`src/logic/tcc_map.svh`:
```
`ifndef TCC_MAP_SVH
`define TCC_MAP_SVH

////////////////////////////////////////////////////////////////////////////////
// Register indices; byte address is four times the index
`define TCC_IDX_COUNTER 16'hFF12
`define TCC_IDX_CC_FIRST 16'hFF14
`define TCC_IDX_CC_SECOND 16'hFF16
`define TCC_IDX_TIMER_MODE 16'hFF60
`define TCC_IDX_CC_CONTROL 16'hFF62
`define TCC_IDX_PRESCALER 16'hFF64
`define TCC_IDX_LSB 2
`define TCC_IDX_MSB 17

////////////////////////////////////////////////////////////////////////////////
// Field positions
`define TCC_FIRST_MODE_BIT 0
`define TCC_FIRST_TRIG_BIT 1
`define TCC_SECOND_MODE_BIT 2
`define TCC_OVF_BIT 0
`define TCC_TMODE_LSB 1
`define TCC_TMODE_MSB 3
`define TCC_EDGE_A_LSB 4
`define TCC_EDGE_A_MSB 5
`define TCC_EDGE_B_LSB 6
`define TCC_EDGE_B_MSB 7

////////////////////////////////////////////////////////////////////////////////
// Reset values and edge codes
`define TCC_CC_RESET 16'h0000
`define TCC_COUNT_RESET 16'h0000
`define TCC_COUNT_MAX 16'hFFFF
`define TCC_CTRL_RESET 3'h0
`define TCC_TMODE_RESET 3'h0
`define TCC_EDGE_RESET 2'h0
`define TCC_EDGE_FALL 2'h0
`define TCC_EDGE_RISE 2'h1
`define TCC_EDGE_BOTH 2'h3

`endif

```
`src/logic/tcc_pkg.sv`:
```
package tcc_pkg;

  typedef logic [15:0] tcc_count_t;

  typedef enum logic [1:0] {
    TCC_STOP,
    TCC_FREE,
    TCC_CLEAR_INPUT,
    TCC_CLEAR_MATCH
  } tcc_run_mode_t;

endpackage : tcc_pkg

```
`src/logic/tcc_cc_if.sv`:
```
`timescale 1ns/1ps

interface tcc_cc_if;
  tcc_pkg::tcc_count_t count;
  logic tick;
  logic zero_ok;
  logic trigger;
  logic cap_mode;
  logic wr;
  tcc_pkg::tcc_count_t wdata;
  tcc_pkg::tcc_count_t value;
  logic irq;

  modport ctrl (
    output count, tick, zero_ok, trigger, cap_mode, wr, wdata,
    input value, irq
  );

  modport unit (
    input count, tick, zero_ok, trigger, cap_mode, wr, wdata,
    output value, irq
  );
endinterface : tcc_cc_if

```
`src/logic/tcc_edge_det.sv`:
```
`timescale 1ns/1ps

module tcc_edge_det (
  input wire logic pclk,
  input wire logic presetn,
  input wire logic pin,
  output logic rise,
  output logic fall
);

  logic [2:0] sync_q;

  // Three stages; edge counts when stages two and three differ
  always_ff @(posedge pclk or negedge presetn)
  begin
    if (!presetn)
      sync_q <= 3'h0;
    else
      sync_q <= {sync_q[1:0], pin};
  end

  assign rise = sync_q[1] & ~sync_q[2];
  assign fall = ~sync_q[1] & sync_q[2];

endmodule : tcc_edge_det

```
`src/logic/tcc_cc_unit.sv`:
```
`timescale 1ns/1ps
`include "tcc_map.svh"

module tcc_cc_unit (
  input wire logic pclk,
  input wire logic presetn,
  tcc_cc_if.unit cc
);

  tcc_pkg::tcc_count_t value_q;
  logic cap_pend_q;
  logic irq_q;
  logic capture;
  logic match;

  // Compare mode ignores triggers entirely
  assign capture = cc.cap_mode & cc.trigger;

  // Fires on the step away from the equal value, so once per event;
  // zero only counts after a wrap
  assign match = ~cc.cap_mode & cc.tick & (cc.count == value_q)
               & ((value_q != `TCC_CC_RESET) | cc.zero_ok);

  // Capture beats a same-cycle write
  always_ff @(posedge pclk or negedge presetn)
  begin
    if (!presetn)
      value_q <= `TCC_CC_RESET;
    else if (capture)
      value_q <= cc.count;
    else if (cc.wr)
      value_q <= cc.wdata;
  end

  // Capture request follows the latch by one count clock
  always_ff @(posedge pclk or negedge presetn)
  begin
    if (!presetn)
    begin
      cap_pend_q <= 1'b0;
      irq_q <= 1'b0;
    end
    else
    begin
      cap_pend_q <= capture;
      irq_q <= match | cap_pend_q;
    end
  end

  assign cc.value = value_q;
  assign cc.irq = irq_q;

endmodule : tcc_cc_unit

```
`src/logic/tcc_timer_top.sv`:
```
// Behaviour
// - First register: bit 0 picks compare/capture
// - First register clears to zero on reset
// - First compare equality raises first match request
// - Input A reverse phase; both-edges captures nothing
// - Input B captures on its selected edge
// - Edge fields at prescaler bits 5:4, 7:6
// - First zero matches at zero-to-one after wrap
// - Second zero matches at zero-to-one after wrap
// - Compare below count: counter wraps, keeps counting
// - Register contents undefined after timer stops
// - Compare-mode register ignores capture triggers
// - Capture wins over coinciding software write
// - Capture coinciding with stop is undefined
// - Second register: bit 2 picks compare/capture
// - Second register clears to zero on reset
// - Second compare equality raises second match request
// - Second captures on input A, same phase
// - Trigger select: 0 input B, 1 input A
// - Latch on count clock, request one later
// - Counter increments each count clock edge
//
// Register access over APB was left to the implementer.
`timescale 1ns/1ps
`include "tcc_map.svh"

module tcc_timer_top (
  input wire logic pclk,
  input wire logic presetn,
  input wire logic psel,
  input wire logic penable,
  input wire logic pwrite,
  input wire logic [31:0] paddr,
  input wire logic [31:0] pwdata,
  output logic [31:0] prdata,
  output logic pready,
  output logic pslverr,
  input wire logic timer_input_a,
  input wire logic timer_input_b,
  output logic match_irq_first,
  output logic match_irq_second
);

  //////////////////////////////////////////////////////////////////////////////
  // Declarations

  tcc_pkg::tcc_count_t up_counter_q;
  tcc_pkg::tcc_count_t up_counter_d;
  tcc_pkg::tcc_run_mode_t run_mode;
  logic [2:0] timer_mode_q;
  logic overflow_q;
  logic wrapped_q;
  logic first_mode_select_q;
  logic first_trigger_select_q;
  logic second_mode_select_q;
  logic [1:0] edge_a_q;
  logic [1:0] edge_b_q;
  logic pready_q;
  logic pslverr_q;
  logic [31:0] prdata_q;
  logic [31:0] rdata;
  logic hit;
  logic access;
  logic wr_fire;
  logic [15:0] idx;
  logic running;
  logic wrap;
  logic a_rise;
  logic a_fall;
  logic b_rise;
  logic b_fall;
  logic a_valid;
  logic a_reverse;
  logic b_valid;
  logic first_trig;
  logic clear_on_match;

  tcc_cc_if cc_first ();
  tcc_cc_if cc_second ();

  //////////////////////////////////////////////////////////////////////////////
  // Edge code decode

  function automatic logic edge_pick(
    input logic [1:0] code,
    input logic rise,
    input logic fall
  );
    logic hit_edge;
    hit_edge = 1'b0;
    case (code)
      `TCC_EDGE_FALL: hit_edge = fall;
      `TCC_EDGE_RISE: hit_edge = rise;
      `TCC_EDGE_BOTH: hit_edge = rise | fall;
      default: hit_edge = 1'b0;
    endcase
    return hit_edge;
  endfunction : edge_pick

  //////////////////////////////////////////////////////////////////////////////
  // Pin synchronisers

  tcc_edge_det u_edge_a (
    .pclk(pclk),
    .presetn(presetn),
    .pin(timer_input_a),
    .rise(a_rise),
    .fall(a_fall)
  );

  tcc_edge_det u_edge_b (
    .pclk(pclk),
    .presetn(presetn),
    .pin(timer_input_b),
    .rise(b_rise),
    .fall(b_fall)
  );

  //////////////////////////////////////////////////////////////////////////////
  // Trigger selection

  assign a_valid = edge_pick(edge_a_q, a_rise, a_fall);
  assign b_valid = edge_pick(edge_b_q, b_rise, b_fall);

  always_comb
  begin
    case (edge_a_q)
      `TCC_EDGE_RISE: a_reverse = a_fall;
      `TCC_EDGE_FALL: a_reverse = a_rise;
      default: a_reverse = 1'b0;
    endcase
  end

  assign first_trig = first_trigger_select_q ? a_reverse : b_valid;

  // Stop cuts triggers; a racing stop is loose
  assign cc_first.trigger = running & first_trig;
  assign cc_second.trigger = running & a_valid;

  //////////////////////////////////////////////////////////////////////////////
  // Run mode

  always_comb
  begin
    case (timer_mode_q[2:1])
      2'h0: run_mode = tcc_pkg::TCC_STOP;
      2'h1: run_mode = tcc_pkg::TCC_FREE;
      2'h2: run_mode = tcc_pkg::TCC_CLEAR_INPUT;
      2'h3: run_mode = tcc_pkg::TCC_CLEAR_MATCH;
      default: run_mode = tcc_pkg::TCC_STOP;
    endcase
  end

  assign running = (run_mode != tcc_pkg::TCC_STOP);

  // Zero here would clear at once; software keeps it nonzero
  assign clear_on_match = (run_mode == tcc_pkg::TCC_CLEAR_MATCH)
                        & ~first_mode_select_q
                        & (up_counter_q == cc_first.value);

  //////////////////////////////////////////////////////////////////////////////
  // Counter

  // No clamp at the compare value; counting runs through the wrap
  assign wrap = running & ~clear_on_match & (up_counter_q == `TCC_COUNT_MAX);

  always_comb
  begin
    up_counter_d = up_counter_q + 16'h0001;
    case (run_mode)
      tcc_pkg::TCC_STOP: up_counter_d = `TCC_COUNT_RESET;
      tcc_pkg::TCC_CLEAR_INPUT:
        if (a_valid)
          up_counter_d = `TCC_COUNT_RESET;
      tcc_pkg::TCC_CLEAR_MATCH:
        if (clear_on_match)
          up_counter_d = `TCC_COUNT_RESET;
      default: up_counter_d = up_counter_q + 16'h0001;
    endcase
  end

  always_ff @(posedge pclk or negedge presetn)
  begin
    if (!presetn)
      up_counter_q <= `TCC_COUNT_RESET;
    else
      up_counter_q <= up_counter_d;
  end

  // Zero compare arms only after a wrap
  always_ff @(posedge pclk or negedge presetn)
  begin
    if (!presetn)
      wrapped_q <= 1'b0;
    else if (!running)
      wrapped_q <= 1'b0;
    else if (wrap)
      wrapped_q <= 1'b1;
  end

  // Overflow flag; a wrap in the clearing cycle wins
  always_ff @(posedge pclk or negedge presetn)
  begin
    if (!presetn)
      overflow_q <= 1'b0;
    else if (wrap)
      overflow_q <= 1'b1;
    else if (wr_fire && idx == `TCC_IDX_TIMER_MODE && !pwdata[`TCC_OVF_BIT])
      overflow_q <= 1'b0;
  end

  //////////////////////////////////////////////////////////////////////////////
  // Capture/compare units

  assign cc_first.count = up_counter_q;
  assign cc_first.tick = running;
  assign cc_first.wdata = pwdata[15:0];
  assign cc_second.count = up_counter_q;
  assign cc_second.tick = running;
  assign cc_second.wdata = pwdata[15:0];

  // Same zero arming for the second register
  assign cc_first.zero_ok = wrapped_q;
  assign cc_second.zero_ok = wrapped_q;

  assign cc_first.cap_mode = first_mode_select_q;
  assign cc_second.cap_mode = second_mode_select_q;

  // Whole word taken, byte lanes not split
  assign cc_first.wr = wr_fire & (idx == `TCC_IDX_CC_FIRST);
  assign cc_second.wr = wr_fire & (idx == `TCC_IDX_CC_SECOND);

  tcc_cc_unit u_cc_first (
    .pclk(pclk),
    .presetn(presetn),
    .cc(cc_first)
  );

  tcc_cc_unit u_cc_second (
    .pclk(pclk),
    .presetn(presetn),
    .cc(cc_second)
  );

  assign match_irq_first = cc_first.irq;
  assign match_irq_second = cc_second.irq;

  //////////////////////////////////////////////////////////////////////////////
  // APB slave

  assign idx = paddr[`TCC_IDX_MSB:`TCC_IDX_LSB];
  assign access = psel & penable & ~pready_q;
  assign wr_fire = psel & penable & pready_q & pwrite & hit;

  always_comb
  begin
    hit = (paddr[1:0] == 2'h0) && (paddr[31:18] == 14'h0000);
    rdata = 32'h00000000;
    case (idx)
      `TCC_IDX_COUNTER: rdata[15:0] = up_counter_q;
      // A racing capture makes this read loose
      `TCC_IDX_CC_FIRST: rdata[15:0] = cc_first.value;
      `TCC_IDX_CC_SECOND: rdata[15:0] = cc_second.value;
      `TCC_IDX_TIMER_MODE:
      begin
        rdata[`TCC_TMODE_MSB:`TCC_TMODE_LSB] = timer_mode_q;
        rdata[`TCC_OVF_BIT] = overflow_q;
      end
      `TCC_IDX_CC_CONTROL:
      begin
        rdata[`TCC_FIRST_MODE_BIT] = first_mode_select_q;
        rdata[`TCC_FIRST_TRIG_BIT] = first_trigger_select_q;
        rdata[`TCC_SECOND_MODE_BIT] = second_mode_select_q;
      end
      `TCC_IDX_PRESCALER:
      begin
        rdata[`TCC_EDGE_A_MSB:`TCC_EDGE_A_LSB] = edge_a_q;
        rdata[`TCC_EDGE_B_MSB:`TCC_EDGE_B_LSB] = edge_b_q;
      end
      default: hit = 1'b0;
    endcase
  end

  // One wait state keeps every answer registered
  always_ff @(posedge pclk or negedge presetn)
  begin
    if (!presetn)
    begin
      pready_q <= 1'b0;
      prdata_q <= 32'h00000000;
      pslverr_q <= 1'b0;
    end
    else
    begin
      pready_q <= access;
      prdata_q <= (access && !pwrite) ? rdata : 32'h00000000;
      pslverr_q <= access & ~hit;
    end
  end

  assign prdata = prdata_q;
  assign pready = pready_q;
  assign pslverr = pslverr_q;

  //////////////////////////////////////////////////////////////////////////////
  // Control registers

  // Stored values stay put on stop; software must not rely on them
  always_ff @(posedge pclk or negedge presetn)
  begin
    if (!presetn)
      timer_mode_q <= `TCC_TMODE_RESET;
    else if (wr_fire && idx == `TCC_IDX_TIMER_MODE)
      timer_mode_q <= pwdata[`TCC_TMODE_MSB:`TCC_TMODE_LSB];
  end

  always_ff @(posedge pclk or negedge presetn)
  begin
    if (!presetn)
    begin
      first_mode_select_q <= 1'b0;
      first_trigger_select_q <= 1'b0;
      second_mode_select_q <= 1'b0;
    end
    else if (wr_fire && idx == `TCC_IDX_CC_CONTROL)
    begin
      first_mode_select_q <= pwdata[`TCC_FIRST_MODE_BIT];
      first_trigger_select_q <= pwdata[`TCC_FIRST_TRIG_BIT];
      second_mode_select_q <= pwdata[`TCC_SECOND_MODE_BIT];
    end
  end

  // Edge fields in the prescaler word
  // Code 10 is stored but selects no edge
  always_ff @(posedge pclk or negedge presetn)
  begin
    if (!presetn)
    begin
      edge_a_q <= `TCC_EDGE_RESET;
      edge_b_q <= `TCC_EDGE_RESET;
    end
    else if (wr_fire && idx == `TCC_IDX_PRESCALER)
    begin
      edge_a_q <= pwdata[`TCC_EDGE_A_MSB:`TCC_EDGE_A_LSB];
      edge_b_q <= pwdata[`TCC_EDGE_B_MSB:`TCC_EDGE_B_LSB];
    end
  end

endmodule : tcc_timer_top

```
`config.mk`:
```
export PLATFORM = sky130hd
export DESIGN_NAME = tcc_timer_top
export DESIGN_NICKNAME = d
export VERILOG_FILES = /design/src/logic/tcc_pkg.sv /design/src/logic/tcc_cc_if.sv /design/src/logic/tcc_edge_det.sv /design/src/logic/tcc_cc_unit.sv /design/src/logic/tcc_timer_top.sv
export VERILOG_INCLUDE_DIRS = /design/src /design/src/logic
export SDC_FILE = /design/constraint.sdc
export NUM_CORES = 1
export LEC_CHECK = 0
export ABC_CLOCK_PERIOD_IN_PS = 6700
export BUFFER_PORTS_ARGS = -buffer_cell sky130_fd_sc_hd__buf_2
export CAP_MARGIN = 20
export CORE_MARGIN = 2
export CORE_UTILIZATION = 45
export CTS_CLUSTER_SIZE = 8
export DETAILED_ROUTE_END_ITERATION = 6
export GPL_ROUTABILITY_DRIVEN = 0
export GPL_TIMING_DRIVEN = 0
export PLACE_DENSITY = 0.67
export SLEW_MARGIN = 40
export SYNTH_ARGS = -nofsm -noshare
export SYNTH_HDL_FRONTEND = slang
export SYNTH_SLANG_ARGS = --single-unit
```
`constraint.sdc`:
```
create_clock -name pclk -period 6.7 [get_ports pclk]
set_input_delay 0.335 -clock pclk [delete_from_list [all_inputs] [get_ports pclk]]
set_output_delay 0.335 -clock pclk [all_outputs]
set_load 0.02 [all_outputs]
```
---- Word-level counts from Yosys, hierarchy flattened ----
Index checks and enable logic that the tools add are counted.
cells by class
  eq/ne operators ......................... 19
  bitwise operators ....................... 41
  add/subtract/negate cells ............... 1
  $lt $le $gt $ge ......................... 0
  reductions and logical operators ........ 21
  div/mod/pow operators ................... 0
  multipliers ............................. 0
  muxes and demuxes ....................... 22
  shifts and indexed selects .............. 0
operators with widths
  operator                                             count
  equality test 16 bit, second input constant          7
  2-to-1 mux 16 bit                                    7
  one-hot mux 16 bit (3 select lines)                  1
  equality test 16 bit                                 2
  nonzero test 16 bit                                  2
  AND 1 bit                                            26
  one-hot mux 8 bit (3 select lines)                   1
  adder 16 x 1 -> 16 bit, second input constant        1
  one-hot mux 4 bit (4 select lines)                   1
  one-hot mux 3 bit (5 select lines)                   1
  logical NOT 14 bit                                   1
  equality test 2 bit, second input constant           6
  logical NOT 2 bit                                    5
  NOT 1 bit                                            9
  one-hot mux 2 bit (4 select lines)                   1
  nonzero test 2 bit                                   4
  equality test 2 x 1 -> 1 bit, second input constant  3
  logical AND 1 bit                                    6
  2-to-1 mux 1 bit                                     6
  bitwise OR 1 bit                                     6
  one-hot mux 1 bit (3 select lines)                   2
  OR reduction 6 bit                                   1
  one-hot mux 1 bit (4 select lines)                   1
  logical NOT 1 bit                                    2
  other kinds (2)                                      2
storage, ports and cells
  input bits .............................. 71
  memories ................................ 0
  bits in latches ......................... 0
  flip-flop bits (word level) ............. 88
  bits in read-only memories .............. 0
  output and inout bits ................... 36
  RAM bits ................................ 0
  logic and storage cells ................. 124

---- Depth between registers and ports, before layout ----
Gate-level depths: netlist of run 1.
  word-level depth ........................ 10
  depth in mapped cells ................... 9

---- By module ----
Synthesis of run 1 repeated with hierarchy kept, for this count alone.
unflattened totals
  cells, all modules ...................... 494
  area, all modules ....................... 4,901.0 um2
by module, submodules not included
  module         area an instance (um2)  instances  cells an instance
  tcc_timer_top  2,711.4                 1          280
  tcc_cc_unit    1,004.7                 2          102
  tcc_edge_det   90.1                    2          5

---- Worst setup path after synthesis of run 1 ----
Ideal clock, no wire load.
  path kind ............................... input -> register
  from .................................... in paddr[7]
  to ...................................... reg u_cc_second.value_q[10], in the netlist u_cc_second.cc.value[10]
  stages on the path ...................... 8
  setup slack ............................. 4.242 ns
  path buffers ............................ 3
  required time ........................... 6.578 ns
  arrival time ............................ 2.336 ns
  path through ............................ or4b_1 > or4_1 > buf_6 > or4_4 > buf_6 > buf_12 > nand3_2 > nand3_2
on the way
  longest elaborated chain between the ends .. 6
  elaborated cells between the ends (all ways) .. 11
  those cells by class .................... 6 x eq/ne; 1 x mux; 2 x bitwise; 2 x reduce/logical
ends and longest elaborated chain
  what                                   RTL line              source
  start: declaration                     tcc_timer_top.sv:33   input wire logic [31:0] paddr,
  equality test 16 bit                   tcc_timer_top.sv:259  case (idx)
  OR reduction 6 bit (no source line)    -
  2-to-1 mux 1 bit                       tcc_timer_top.sv:259
  AND 1 bit                              tcc_timer_top.sv:253  assign wr_fire = psel & penable & pready_q & pwrite & hit;
  AND 1 bit *                            tcc_timer_top.sv:231  assign cc_second.wr = wr_fire & (idx == `TCC_IDX_CC_SECOND);
  nonzero test 2 bit (no source line) *  -
  end signal: assignment                 tcc_cc_unit.sv:28     value_q <= `TCC_CC_RESET;
  end signal: assignment                 tcc_cc_unit.sv:30     value_q <= cc.count;
  end signal: assignment                 tcc_cc_unit.sv:32     value_q <= cc.wdata;
  end: declaration                       tcc_cc_unit.sv:10     tcc_pkg::tcc_count_t value_q;
Mark *: on every way between the ends. The rest lies on a longest branch, timed or not.
A chain may end at the register's enable or synchronous reset.

---- Worst setup path in the final report of run 1 ----
  from .................................... reg u_edge_b.sync_q[1]
  to ...................................... reg u_cc_first.value_q[9], in the netlist u_cc_first.cc.value[9]
on the way
  longest elaborated chain between the ends .. 8
  elaborated cells between the ends (all ways) .. 10
  those cells by class .................... 3 x mux; 6 x bitwise; 1 x reduce/logical
ends and longest elaborated chain
  what                                                            RTL line              source
  start: declaration                                              tcc_edge_det.sv:11    logic [2:0] sync_q;
  start signal: assignment                                        tcc_edge_det.sv:19    sync_q <= {sync_q[1:0], pin};
  NOT 1 bit                                                       tcc_edge_det.sv:23    assign fall = ~sync_q[1] & sync_q[2];
  AND 1 bit                                                       tcc_edge_det.sv:23
  bitwise OR 1 bit                                                tcc_timer_top.sv:94   `TCC_EDGE_BOTH: hit_edge = rise | fall;
  one-hot mux 1 bit (3 select lines) *                            tcc_timer_top.sv:91   case (code)
  2-to-1 mux 1 bit *                                              tcc_timer_top.sv:134  assign first_trig = first_trigger_select_q ? a_reverse : b_valid;
  AND 1 bit *                                                     tcc_timer_top.sv:137  assign cc_first.trigger = running & first_trig;
  AND 1 bit *                                                     tcc_cc_unit.sv:17     assign capture = cc.cap_mode & cc.trigger;
  named net u_cc_first.capture                                    tcc_cc_unit.sv:13     logic capture;
  2-to-1 mux 16 bit / nonzero test 2 bit (equally long branches)  -
  end signal: assignment                                          tcc_cc_unit.sv:28
  end signal: assignment                                          tcc_cc_unit.sv:30
  end signal: assignment                                          tcc_cc_unit.sv:32
  end: declaration                                                tcc_cc_unit.sv:10
The timed path passes the listed nets; every way through them passes the cells marked *.

==> metrics.cfg, run 1 <==
[timing]
relSlewSlack=0.475
fmax_mhz=369
fin_setup_tns_ps=0
skew_ps=6.03
fin_crit_ps=2710
hold_viol=0
setup_viol=0
maxSlewViolCount=0
rsz0062_at_grt=false
post-route-period-util=0.405
worstMarginPinSlew_ps=781
fin_ws_ps=3990

[floorplan]
die_area_mm2=0.0126
fp.dieW_um=112
start_util=0.461
pin_count=107
core_mm2=0.0114
fp.dieH_um=112
fp-row-count=39

[grt]
grt_max_degree=51
grtUsageTotal=0.239
first_global_vias=4534
gr-total-overflow=0
grt_antenna_before_repair=0
grt_pass1_wl_mm=23.7

[placement]
port_buffers=73
place_area_mm2=0.00591
pre_cts_ws_ps=3830
hpwl_mm=11.1

[power_and_ir_drop]
power.share.switching=0.249
power.switching_mw=0.285
ir_drop_uv=107
combinationalPowerShare=0.076
clkPwrFrac=0.456
powerDensity_mw_per_mm2=184
p_leak_nw=2.96
p_int_mw=0.859
p_seq_frac=0.468

[synth]
synth_edf_count=0
synthFlopType=dfrtp_1
synth_area_mm2=0.00527
ys_seq_area_frac=0.418
async_flop_share=1.00
synthDistinctLibCells=47
synth_seq_cells=88
syn_inst=553
yosysWarnings=0
synth_area_per_cell_um2=9.52

[hold_path]
hold_class=primary input to flop

[clocking]
root_buffer=clkbuf_16
cts_tree=yes
clock_latency_ps=350
numCtsBuffers=9
clk_pin_slew_ps=70
cts_buffer_depth=2
clock_sinks=88
h-tree-depth=3

[cells_and_area]
final_common_cell=dfrtp_1
drive_gt1_frac=0.268
finalNetCount=731
final_cell_mix=dfrtp_1, buf_2, nor2_1
n_fill_cell=1063
final_cell_area_mm2=0.00622
area_delta_synth_final_pct=18.2
antennaDiodeCount=0

[worst_setup_path]
path_class=flop to flop
r2r_setup_slack_ps=3990
crit_fanout=10
cp.required_ps=6940
critPathArrivalTime_ps=2950
worstSetupEndpointType=flop
start_kind=flop

[status]
status=finished clean

[routing]
via_per_inst=5.74
drt_iter0_drc=363
wl_per_cell_um=18.4
vias=4612
detail-route-antenna-nets=0
first_pass_iters=5
drc=0
wirelength_mm=14.8

[job]
max_cap_violations=0

[cells in the mapped netlist (2+ instances only)]
master      n  area, um2
dfrtp_1    88       2200
nand4_1    13       81.3
nor2b_1     3       18.8
nor2_1     59        221
and4_1      5       43.8
nand3_1    34        170
inv_1      26       97.6
a22oi_1     7       52.6
o211ai_1    2       15.0
a21oi_1    16       80.1
buf_4      16        120
nand2_1    32        120
and2_1      2       12.5
o21ai_0     6       30.0
o31ai_1    16        120
or4_1       2       15.0
xor2_1     22        193
o22ai_1     2       12.5
buf_1       4       15.0
xnor2_1    24        210
mux2i_1    12        120
ha_1        5       62.6
nor3_1      3       15.0
or2_2       2       12.5
o41ai_1    17        149
clkbuf_1   34        128
and3_1      4       25.0
nand4bb_1   2       22.5
mux2_2     35        394
buf_2       5       25.0
nand3_2    20        200
nor4_1     19        119
buf_6       2       22.5
[power groups by stage]
| stage | sequential (mW) | clock, mW | combinational [mW] |
|---|---|---|---|
| after detailed placement | 0.545 | 0 | 0.0860 |
| after global placement | 0.545 | 0 | 0.0824 |
| after floorplan | 0.546 | 0 | 0.0420 |
| after CTS | 0.535 | 0.528 | 0.0867 |
| after global routing | 0.535 | 0.550 | 0.0951 |
| final | 0.535 | 0.522 | 0.0870 |
[state kept, by name, indices dropped and copies added, names as in the netlist, 2 cells and up]
name and cells:
edge_a_q 2, u_edge_a.sync_q 3, cc_first.count 16, prdata 16, u_cc_second.cc.value 16, edge_b_q 2
u_cc_first.cc.value 16, u_edge_b.sync_q 3, timer_mode_q 3
[logic make-up (layout without fill, tap and decap cells)]
group	count (synthesis)	in the layout	share of synthesized area
other cells	1	16	0.000712
compound gates	71	71	0.0948
xor+xnor	46	46	0.0765
simple gates	207	207	0.219
buf+inv	88	180	0.0813
mux	47	47	0.0977
flops	88	88	0.418
fa+ha+maj	5	5	0.0119
[critical path, cell delays in order (launching register included)]
cell and delay [ps]:
dfrtp_1 370, inv_1 50, ha_1 280, mux2i_1 150, a221o_1 160, and4_1 180
clkbuf_1 430, buf_1 560, mux2_2 410
[stage by stage]
step                std cells  total power, mW  utilization  hold WS [ps]
detailed placement        785            0.631        0.517           272
finish                    803             1.14        0.545          87.0
CTS                       802             1.15        0.544          84.8
global route              803             1.18        0.545          89.1
global placement          784            0.627        0.514           333
floorplan                 568            0.588            -          39.4
[final timing paths]
check / start / to / cells after the start
max: u_edge_b.sync_q[1] / u_cc_first.cc.value[9] / 8
min: timer_input_b / u_edge_b.sync_q[0] / 1
max in group asynchronous: presetn / timer_mode_q[2] / 3
min reg2reg: u_edge_a.sync_q[0] / u_edge_a.sync_q[1] / 0
max reg2reg: u_edge_b.sync_q[1] / u_cc_first.cc.value[9] / 8
min in group asynchronous: presetn / cc_first.count[12] / 2
[routing by layer]
| metal | vias to the layer above | track usage | share of wire |
|---|---|---|---|
| met3 | 33 | 0.0502 | 0.076 |
| met4 | 0 | 0.0878 | 0.023 |
| met2 | 202 | 0.370 | 0.46 |
| li1 | 2128 | - | - |
| met1 | 2249 | 0.333 | 0.44 |
| met5 | - | 0 | 0 |
[final cells by class]
| class | instances | area, um2 | share of cell area |
|---|---|---|---|
| buffer | 62 | 330 | 0.0531 |
| timing repair buffer | 76 | 417 | 0.0669 |
| tap | 143 | 179 | 0.0287 |
| inverter | 26 | 97.6 | 0.0157 |
| clock inverter | 7 | 76.3 | 0.0123 |
| sequential | 88 | 2200 | 0.354 |
| multi-input combinational | 392 | 2700 | 0.433 |
| clock buffer | 9 | 225 | 0.0362 |
[timing repair]
action                                 4_1_cts  5_1_grt
endpoints found under the hold margin       38        0
hold buffers                                 1        0
buffers inserted                             0        0
gates resized for setup                      0        0
No activity file was read; power rests on OpenSTA's default activity.
==> inputs of run 2 (changes only) <==
--- a/config.mk
+++ b/config.mk
@@ -6,7 +6,8 @@
 export SDC_FILE = /design/constraint.sdc
 export NUM_CORES = 1
 export LEC_CHECK = 0
-export ABC_CLOCK_PERIOD_IN_PS = 6700
+export ABC_AREA = 1
+export ABC_CLOCK_PERIOD_IN_PS = 2500
 export BUFFER_PORTS_ARGS = -buffer_cell sky130_fd_sc_hd__buf_2
 export CAP_MARGIN = 20
 export CORE_MARGIN = 2
==> constraint.sdc (replaced) <==
create_clock -name pclk -period 2.5 [get_ports pclk]
set_input_delay 0.125 -clock pclk [delete_from_list [all_inputs] [get_ports pclk]]
set_output_delay 0.125 -clock pclk [all_outputs]
set_load 0.02 [all_outputs]
==> run 2 against run 1 <==
- the run now ends with design-rule violations left
- register-to-register slack worse by 3800 ps
- setup slack got worse by 3800 ps
- cell area rose by 1.5%
==> metrics.cfg, run 2 <==
[status]
status=finished, violations left  ; was finished clean
violations=design-rule violations

[worst_setup_path]
rr_startpoint=cc_first.count[0]  ; was u_edge_b.sync_q[1]
cp-startpoint=cc_first.count[0]  ; was u_edge_b.sync_q[1]
crit_slowest_cell=nor4_1  ; was buf_1
path_class=flop to flop  ; unchanged
reg2reg_depth=9  ; was 8
crit_chain=ha_1, nand4_1, nor2_1, nand2_1, nor2_1, nand2_1, nor4_1, nand3_1, nand2_1  ; was inv_1, ha_1, mux2i_1, a221o_1, and4_1, clkbuf_1, buf_1, mux2_2
slowest_delay_ps=490  ; was 560 ps
worstSetupEndpointType=flop  ; unchanged
crit_top_cell=nand2_1
crit_fanout=6  ; was 10
r2r-end=overflow_q  ; was u_cc_first.cc.value[9]
cp.required_ps=2790  ; was 6940 ps
critPathArrivalTime_ps=2590  ; was 2950 ps
start_kind=flop  ; unchanged
r2r_setup_slack_ps=200  ; was 3990 ps

[routing]
detail-route-antenna-nets=0  ; unchanged
first_pass_iters=7  ; was 5
via_per_inst=5.21  ; was 5.74
vias=5062  ; was 4612
wirelength_mm=14.6  ; was 14.8 mm
wl_per_cell_um=15.0  ; was 18.4 um
drc=12  ; was 0
drt_iter0_drc=474  ; was 363

[cells_and_area]
finalNetCount=899  ; was 731
final_cell_area_mm2=0.00632  ; was 0.00622 mm2
final_common_cell=nand2_1  ; was dfrtp_1
area_delta_synth_final_pct=17.9  ; was 18.2%
drive_gt1_frac=0.186  ; was 0.268
final_cell_mix=nand2_1, inv_1, dfrtp_1  ; was dfrtp_1, buf_2, nor2_1
finalNonFillerCells=971  ; was 803
antennaDiodeCount=0  ; unchanged

[timing]
fin_setup_tns_ps=0  ; unchanged
post-route-period-util=0.920  ; was 0.405
maxSlewViolCount=0  ; unchanged
fmax_mhz=435  ; was 369 MHz
relSlewSlack=0.536  ; was 0.475
worstMarginPinSlew_ps=694  ; was 781 ps
skew_ps=11.1  ; was 6.03 ps
fin_crit_ps=2300  ; was 2710 ps
setup_viol=0  ; unchanged
rsz0062_at_grt=false  ; unchanged
hold_viol=0  ; unchanged

[synth]
synth_area_per_cell_um2=7.45  ; was 9.52 um2
synth_common_cells=nand2_1, inv_1, dfrtp_1, nor2_1, nand3_1  ; was dfrtp_1, nor2_1, mux2_2, clkbuf_1, nand3_1
syn_inst=719  ; was 553
yosys-top-cells-area=dfrtp_1, nand2_1, inv_1  ; was dfrtp_1, mux2_2, nor2_1
synth_top_cell_area_share=0.411  ; was 0.418
synth_area_mm2=0.00536  ; was 0.00527 mm2
ys_seq_area_frac=0.411  ; was 0.418
synth_top_area_cell=dfrtp_1  ; unchanged
synth_seq_cells=88  ; unchanged
synthFlopType=dfrtp_1  ; unchanged
yosysWarnings=0  ; unchanged
async_flop_share=1.00  ; unchanged
yosys.cell_count.top_type=nand2_1  ; was dfrtp_1
synth_edf_count=0  ; unchanged
synthDistinctLibCells=43  ; was 47

[floorplan]
fp.dieW_um=113  ; was 112 um
pin_count=107  ; unchanged
die_area_mm2=0.0128  ; was 0.0126 mm2
start_util=0.465  ; was 0.461
fp-row-count=39  ; unchanged
fp.dieH_um=113  ; was 112 um
core_mm2=0.0115  ; was 0.0114 mm2

[hold_path]
min-delay-start=pwdata[3]  ; was timer_input_b
hold_class=primary input to flop  ; unchanged
hold_path_end=timer_mode_q[2]  ; was u_edge_b.sync_q[0]
min_path_cells=3  ; was 1

[clocking]
clk_pin_slew_ps=70  ; about the same
cts_tree=yes  ; unchanged
numCtsBuffers=9  ; unchanged
h-tree-depth=3  ; unchanged
cts_hold_buf=3  ; was 1
clock_latency_ps=350  ; about the same
cts_resized=0  ; unchanged
cts_buffer_depth=2  ; unchanged
root_buffer=clkbuf_16  ; unchanged
postCtsSetupBuffers=0  ; unchanged
clock_sinks=88  ; unchanged

[grt]
first_global_vias=4706  ; was 4534
grt_max_degree=47  ; was 51
grtUsageTotal=0.233  ; was 0.239
gr-total-overflow=0  ; unchanged
grt_antenna_before_repair=0  ; unchanged
grt_pass1_wl_mm=23.4  ; was 23.7 mm

[power_and_ir_drop]
p_leak_nw=3.30  ; was 2.96 nW
ir_drop_uv=236  ; was 107 uV
powerDensity_mw_per_mm2=472  ; was 184 mW/mm2

[placement]
dp_cells=952  ; was 785
place_area_mm2=0.00600  ; was 0.00591 mm2
hpwl_mm=11.6  ; was 11.1 mm
port_buffers=74  ; was 73

[job]
max_cap_violations=0  ; unchanged

run 2: cell count changes in the layout (fill, tap and decap cells not counted), moves of 13 or more:
cell,delta
clkbuf_1,-20
nand3_1,+23
nand3_2,-19
o41ai_1,-17
nand2_1,+143
inv_1,+68
o31ai_1,-16
o21ai_0,+36
mux2_2,-35
xor2_1,-13
nor3_1,+13
run 2: layer usage:
| layer | track usage | part of all wire | vias up |
|---|---|---|---|
| met5 | 0 | 0 | - |
| met1 | 0.318 | 0.45 | 2351 |
| li1 | - | - | 2478 |
| met3 | 0.0268 | 0.068 | 31 |
| met2 | 0.376 | 0.46 | 202 |
| met4 | 0.101 | 0.030 | 0 |
run 2: stage by stage:
| step | total power, mW | setup slack, ps | util | hold WS [ps] |
|---|---|---|---|---|
| after detailed placement | 1.66 | 235 | 0.521 | 77.0 |
| after floorplan | 1.56 | 711 | - | -171 |
| after global routing | 3.08 | 8.87 | 0.549 | 69.0 |
| after global placement | 1.65 | 257 | 0.518 | 234 |
| after CTS | 3.00 | 226 | 0.549 | 50.6 |
| final | 2.98 | 200 | 0.549 | 54.6 |
run 2: worst max path at each step:
stage / end / slack [ps] / cells past startpoint
global placement: overflow_q / 260 / 9
CTS: overflow_q / 230 / 9
global route: overflow_q / 9 / 9
finish: overflow_q / 200 / 9
detailed placement: cc_first.zero_ok / 230 / 9
floorplan: u_cc_second.cc.value[13] / 710 / 8
run 2: cells by family (layout without fill, tap and decap cells):
logic type / count (synthesis) / in the layout / synth area share
simple gates: 363 / 363 / 0.317
buf+inv: 142 / 236 / 0.116
compound gates: 91 / 91 / 0.0964
flops: 88 / 88 / 0.411
xor+xnor: 29 / 29 / 0.0474
fa+ha+maj: 5 / 5 / 0.0117
other cells: 1 / 16 / 0.000700
run 2: power breakdown:
part	switching, mW	internal [mW]
Combinational	0.122	0.0821
Sequential	0.00347	1.43
Clock	0.570	0.775
run 2: cell type report:
cell class	count	area, um2
fill	1082	5200
clock inverter	5	56.3
clock buffer	11	233
tap	143	179
buffer	42	248
inverter	100	375
sequential	88	2200
timing repair buffer	78	434
multi-input combinational	504	2590
run 2: worst max-delay path: cells and delay by family (launching register included):
kind	cells	cell delay, ps
flip-flops	1	470
AND/OR/NAND/NOR	8	1510
adder cells (fa/ha/maj)	1	260
==> inputs of run 3 (changes only) <==
--- a/config.mk
+++ b/config.mk
@@ -7,7 +7,7 @@
 export NUM_CORES = 1
 export LEC_CHECK = 0
 export ABC_AREA = 1
-export ABC_CLOCK_PERIOD_IN_PS = 2500
+export ABC_CLOCK_PERIOD_IN_PS = 1900
 export BUFFER_PORTS_ARGS = -buffer_cell sky130_fd_sc_hd__buf_2
 export CAP_MARGIN = 20
 export CORE_MARGIN = 2
@@ -16,7 +16,8 @@
 export DETAILED_ROUTE_END_ITERATION = 6
 export GPL_ROUTABILITY_DRIVEN = 0
 export GPL_TIMING_DRIVEN = 0
-export PLACE_DENSITY = 0.67
+export PLACE_DENSITY = 0.82
+export SKIP_LAST_GASP = 1
 export SLEW_MARGIN = 40
 export SYNTH_ARGS = -nofsm -noshare
 export SYNTH_HDL_FRONTEND = slang
==> constraint.sdc (replaced) <==
create_clock -name pclk -period 1.9 [get_ports pclk]
set_input_delay 0.095 -clock pclk [delete_from_list [all_inputs] [get_ports pclk]]
set_output_delay 0.095 -clock pclk [all_outputs]
set_load 0.02 [all_outputs]
==> run 3 against run 2 <==
- the run still ends with design-rule violations left
- critical endpoint is now u_cc_second.cc.value[12]
- critical path type unchanged
- non-clock buffer count up 7
- maximum frequency up 24%
- utilization up 2.0 points
- global-route usage up 0.076 points
- largest cell class unchanged
- critical path depth down 1
==> metrics.cfg, run 3 (synthesis results as in run 2) <==
[routing]
wirelength_mm=14.7  ; was 14.6 mm
first_pass_iters=7  ; unchanged
wl_per_cell_um=15.0  ; about the same
detail-route-antenna-nets=0  ; unchanged
vias=5110  ; was 5062
drc=11  ; was 12
via_per_inst=5.22  ; was 5.21
drt_iter0_drc=559  ; was 474

[power_and_ir_drop]
powerDensity_mw_per_mm2=628  ; was 472 mW/mm2
p_leak_nw=3.41  ; was 3.30 nW
ir_drop_uv=444  ; was 236 uV
p_total_mw=4.11  ; was 2.98 mW

[hold_path]
min-delay-start=pwdata[3]  ; unchanged
hold_path_end=timer_mode_q[2]  ; unchanged
hold_class=primary input to flop  ; unchanged
min_path_cells=3  ; unchanged

[cells_and_area]
final_common_cell=nand2_1  ; unchanged
finalNetCount=906  ; was 899
final_cell_area_mm2=0.00655  ; was 0.00632 mm2
finalNonFillerCells=978  ; was 971
drive_gt1_frac=0.231  ; was 0.186
final_cell_mix=nand2_1, inv_1, dfrtp_1  ; unchanged
n_fill_cell=992  ; was 1082
multiInputGateArea_mm2=0.00268  ; was 0.00259 mm2
post-route-util=0.568  ; was 0.549
antennaDiodeCount=0  ; unchanged
area_delta_synth_final_pct=22.2  ; was 17.9%
register_area_mm2=0.00221  ; was 0.00220 mm2

[worst_setup_path]
path_class=flop to flop  ; unchanged
rr_startpoint=u_edge_a.sync_q[1]  ; was cc_first.count[0]
r2r_setup_slack_ps=50  ; was 200 ps
crit_fanout=10  ; was 6
reg2reg_depth=8  ; was 9
cp.required_ps=2140  ; was 2790 ps
worstSetupEndpointType=flop  ; unchanged
start_kind=flop  ; unchanged
critPathArrivalTime_ps=2090  ; was 2590 ps
r2r-end=u_cc_second.cc.value[12]  ; was overflow_q

[timing]
rsz0062_at_grt=true  ; was false
fin_ws_ps=45.4  ; was 200 ps
fin_crit_ps=1850  ; was 2300 ps
hold_viol=0  ; unchanged
skew_ps=7.20  ; was 11.1 ps
fmax_mhz=539  ; was 435 MHz
worst_hold_slack_ps=29.2  ; was 54.6 ps
setup_viol=0  ; unchanged
maxSlewViolCount=0  ; unchanged
fin_setup_tns_ps=0  ; unchanged
post-route-period-util=0.976  ; was 0.920

[clocking]
cts_tree=yes  ; unchanged
cts_buffer_depth=2  ; unchanged
clk_pin_slew_ps=60  ; was 70 ps
root_buffer=clkbuf_16  ; unchanged
numCtsBuffers=9  ; unchanged
clock_sinks=88  ; unchanged
clock_latency_ps=350  ; about the same
h-tree-depth=3  ; unchanged

[floorplan]
fp-row-count=39  ; unchanged
start_util=0.465  ; unchanged
pin_count=107  ; unchanged
fp.dieH_um=113  ; unchanged
die_area_mm2=0.0128  ; unchanged
core_mm2=0.0115  ; unchanged
fp.dieW_um=113  ; unchanged

[placement]
dp_cells=952  ; unchanged
pre_cts_ws_ps=-278  ; was 235 ps
place_area_mm2=0.00600  ; unchanged
hpwl_mm=11.1  ; was 11.6 mm
port_buffers=74  ; unchanged

[grt]
grt_pass1_wl_mm=23.5  ; was 23.4 mm
grt_max_degree=49  ; was 47
grt_antenna_before_repair=0  ; unchanged
grtUsageTotal=0.234  ; was 0.233
gr-total-overflow=0  ; unchanged
first_global_vias=4912  ; was 4706

[job]
max_cap_violations=0  ; unchanged

[status]
violations=design-rule violations  ; unchanged
status=finished, violations left  ; unchanged

run 3: timing repair:
action	CTS	global route
pin swaps	1	12
hold buffers	3	0
endpoints found under the setup margin	42	48
gates cloned	0	1
endpoints found under the hold margin	42	0
gates resized for setup	15	39
buffers inserted	1	9
run 3: where the power goes:
group / switching, mW / internal, mW
Combinational: 0.165 / 0.110
Sequential: 0.00515 / 1.88
Clock: 0.762 / 1.19
run 3: critical path: stages (launching register included):
cell      delay (ps)
dfrtp_1          380
inv_1             60
ha_1             320
o311ai_4         300
nand2_2          150
buf_4            200
buf_4            180
nand3_1           80
nand2_1           60
run 3: cell type report:
class	count	share of cell area
sequential	88	0.337
clock inverter	5	0.0122
multi-input combinational	504	0.410
tap	143	0.0273
clock buffer	11	0.0371
inverter	100	0.0573
timing repair buffer	89	0.0789
buffer	38	0.0401
run 3: worst max-delay path by stage:
stage | start | endpoint | cells after the start
floorplan | u_edge_a.sync_q[1] | u_cc_second.cc.value[13] | 8
global placement | u_edge_a.sync_q[1] | u_cc_second.cc.value[10] | 8
detailed placement | u_edge_a.sync_q[1] | u_cc_second.cc.value[12] | 8
CTS | u_edge_b.sync_q[1] | u_cc_first.cc.value[10] | 10
global route | cc_first.count[3] | cc_first.count[13] | 10
finish | u_edge_a.sync_q[1] | u_cc_second.cc.value[12] | 8
run 3: per-layer routing:
metal / global-route usage / vias to the layer above / wire, um
met1: 0.294 / 2326 / 6080
met5: 0 / - / 0
met2: 0.393 / 251 / 6930
li1: - / 2488 / -
met4: 0.0976 / 0 / 570
met3: 0.0477 / 45 / 1130
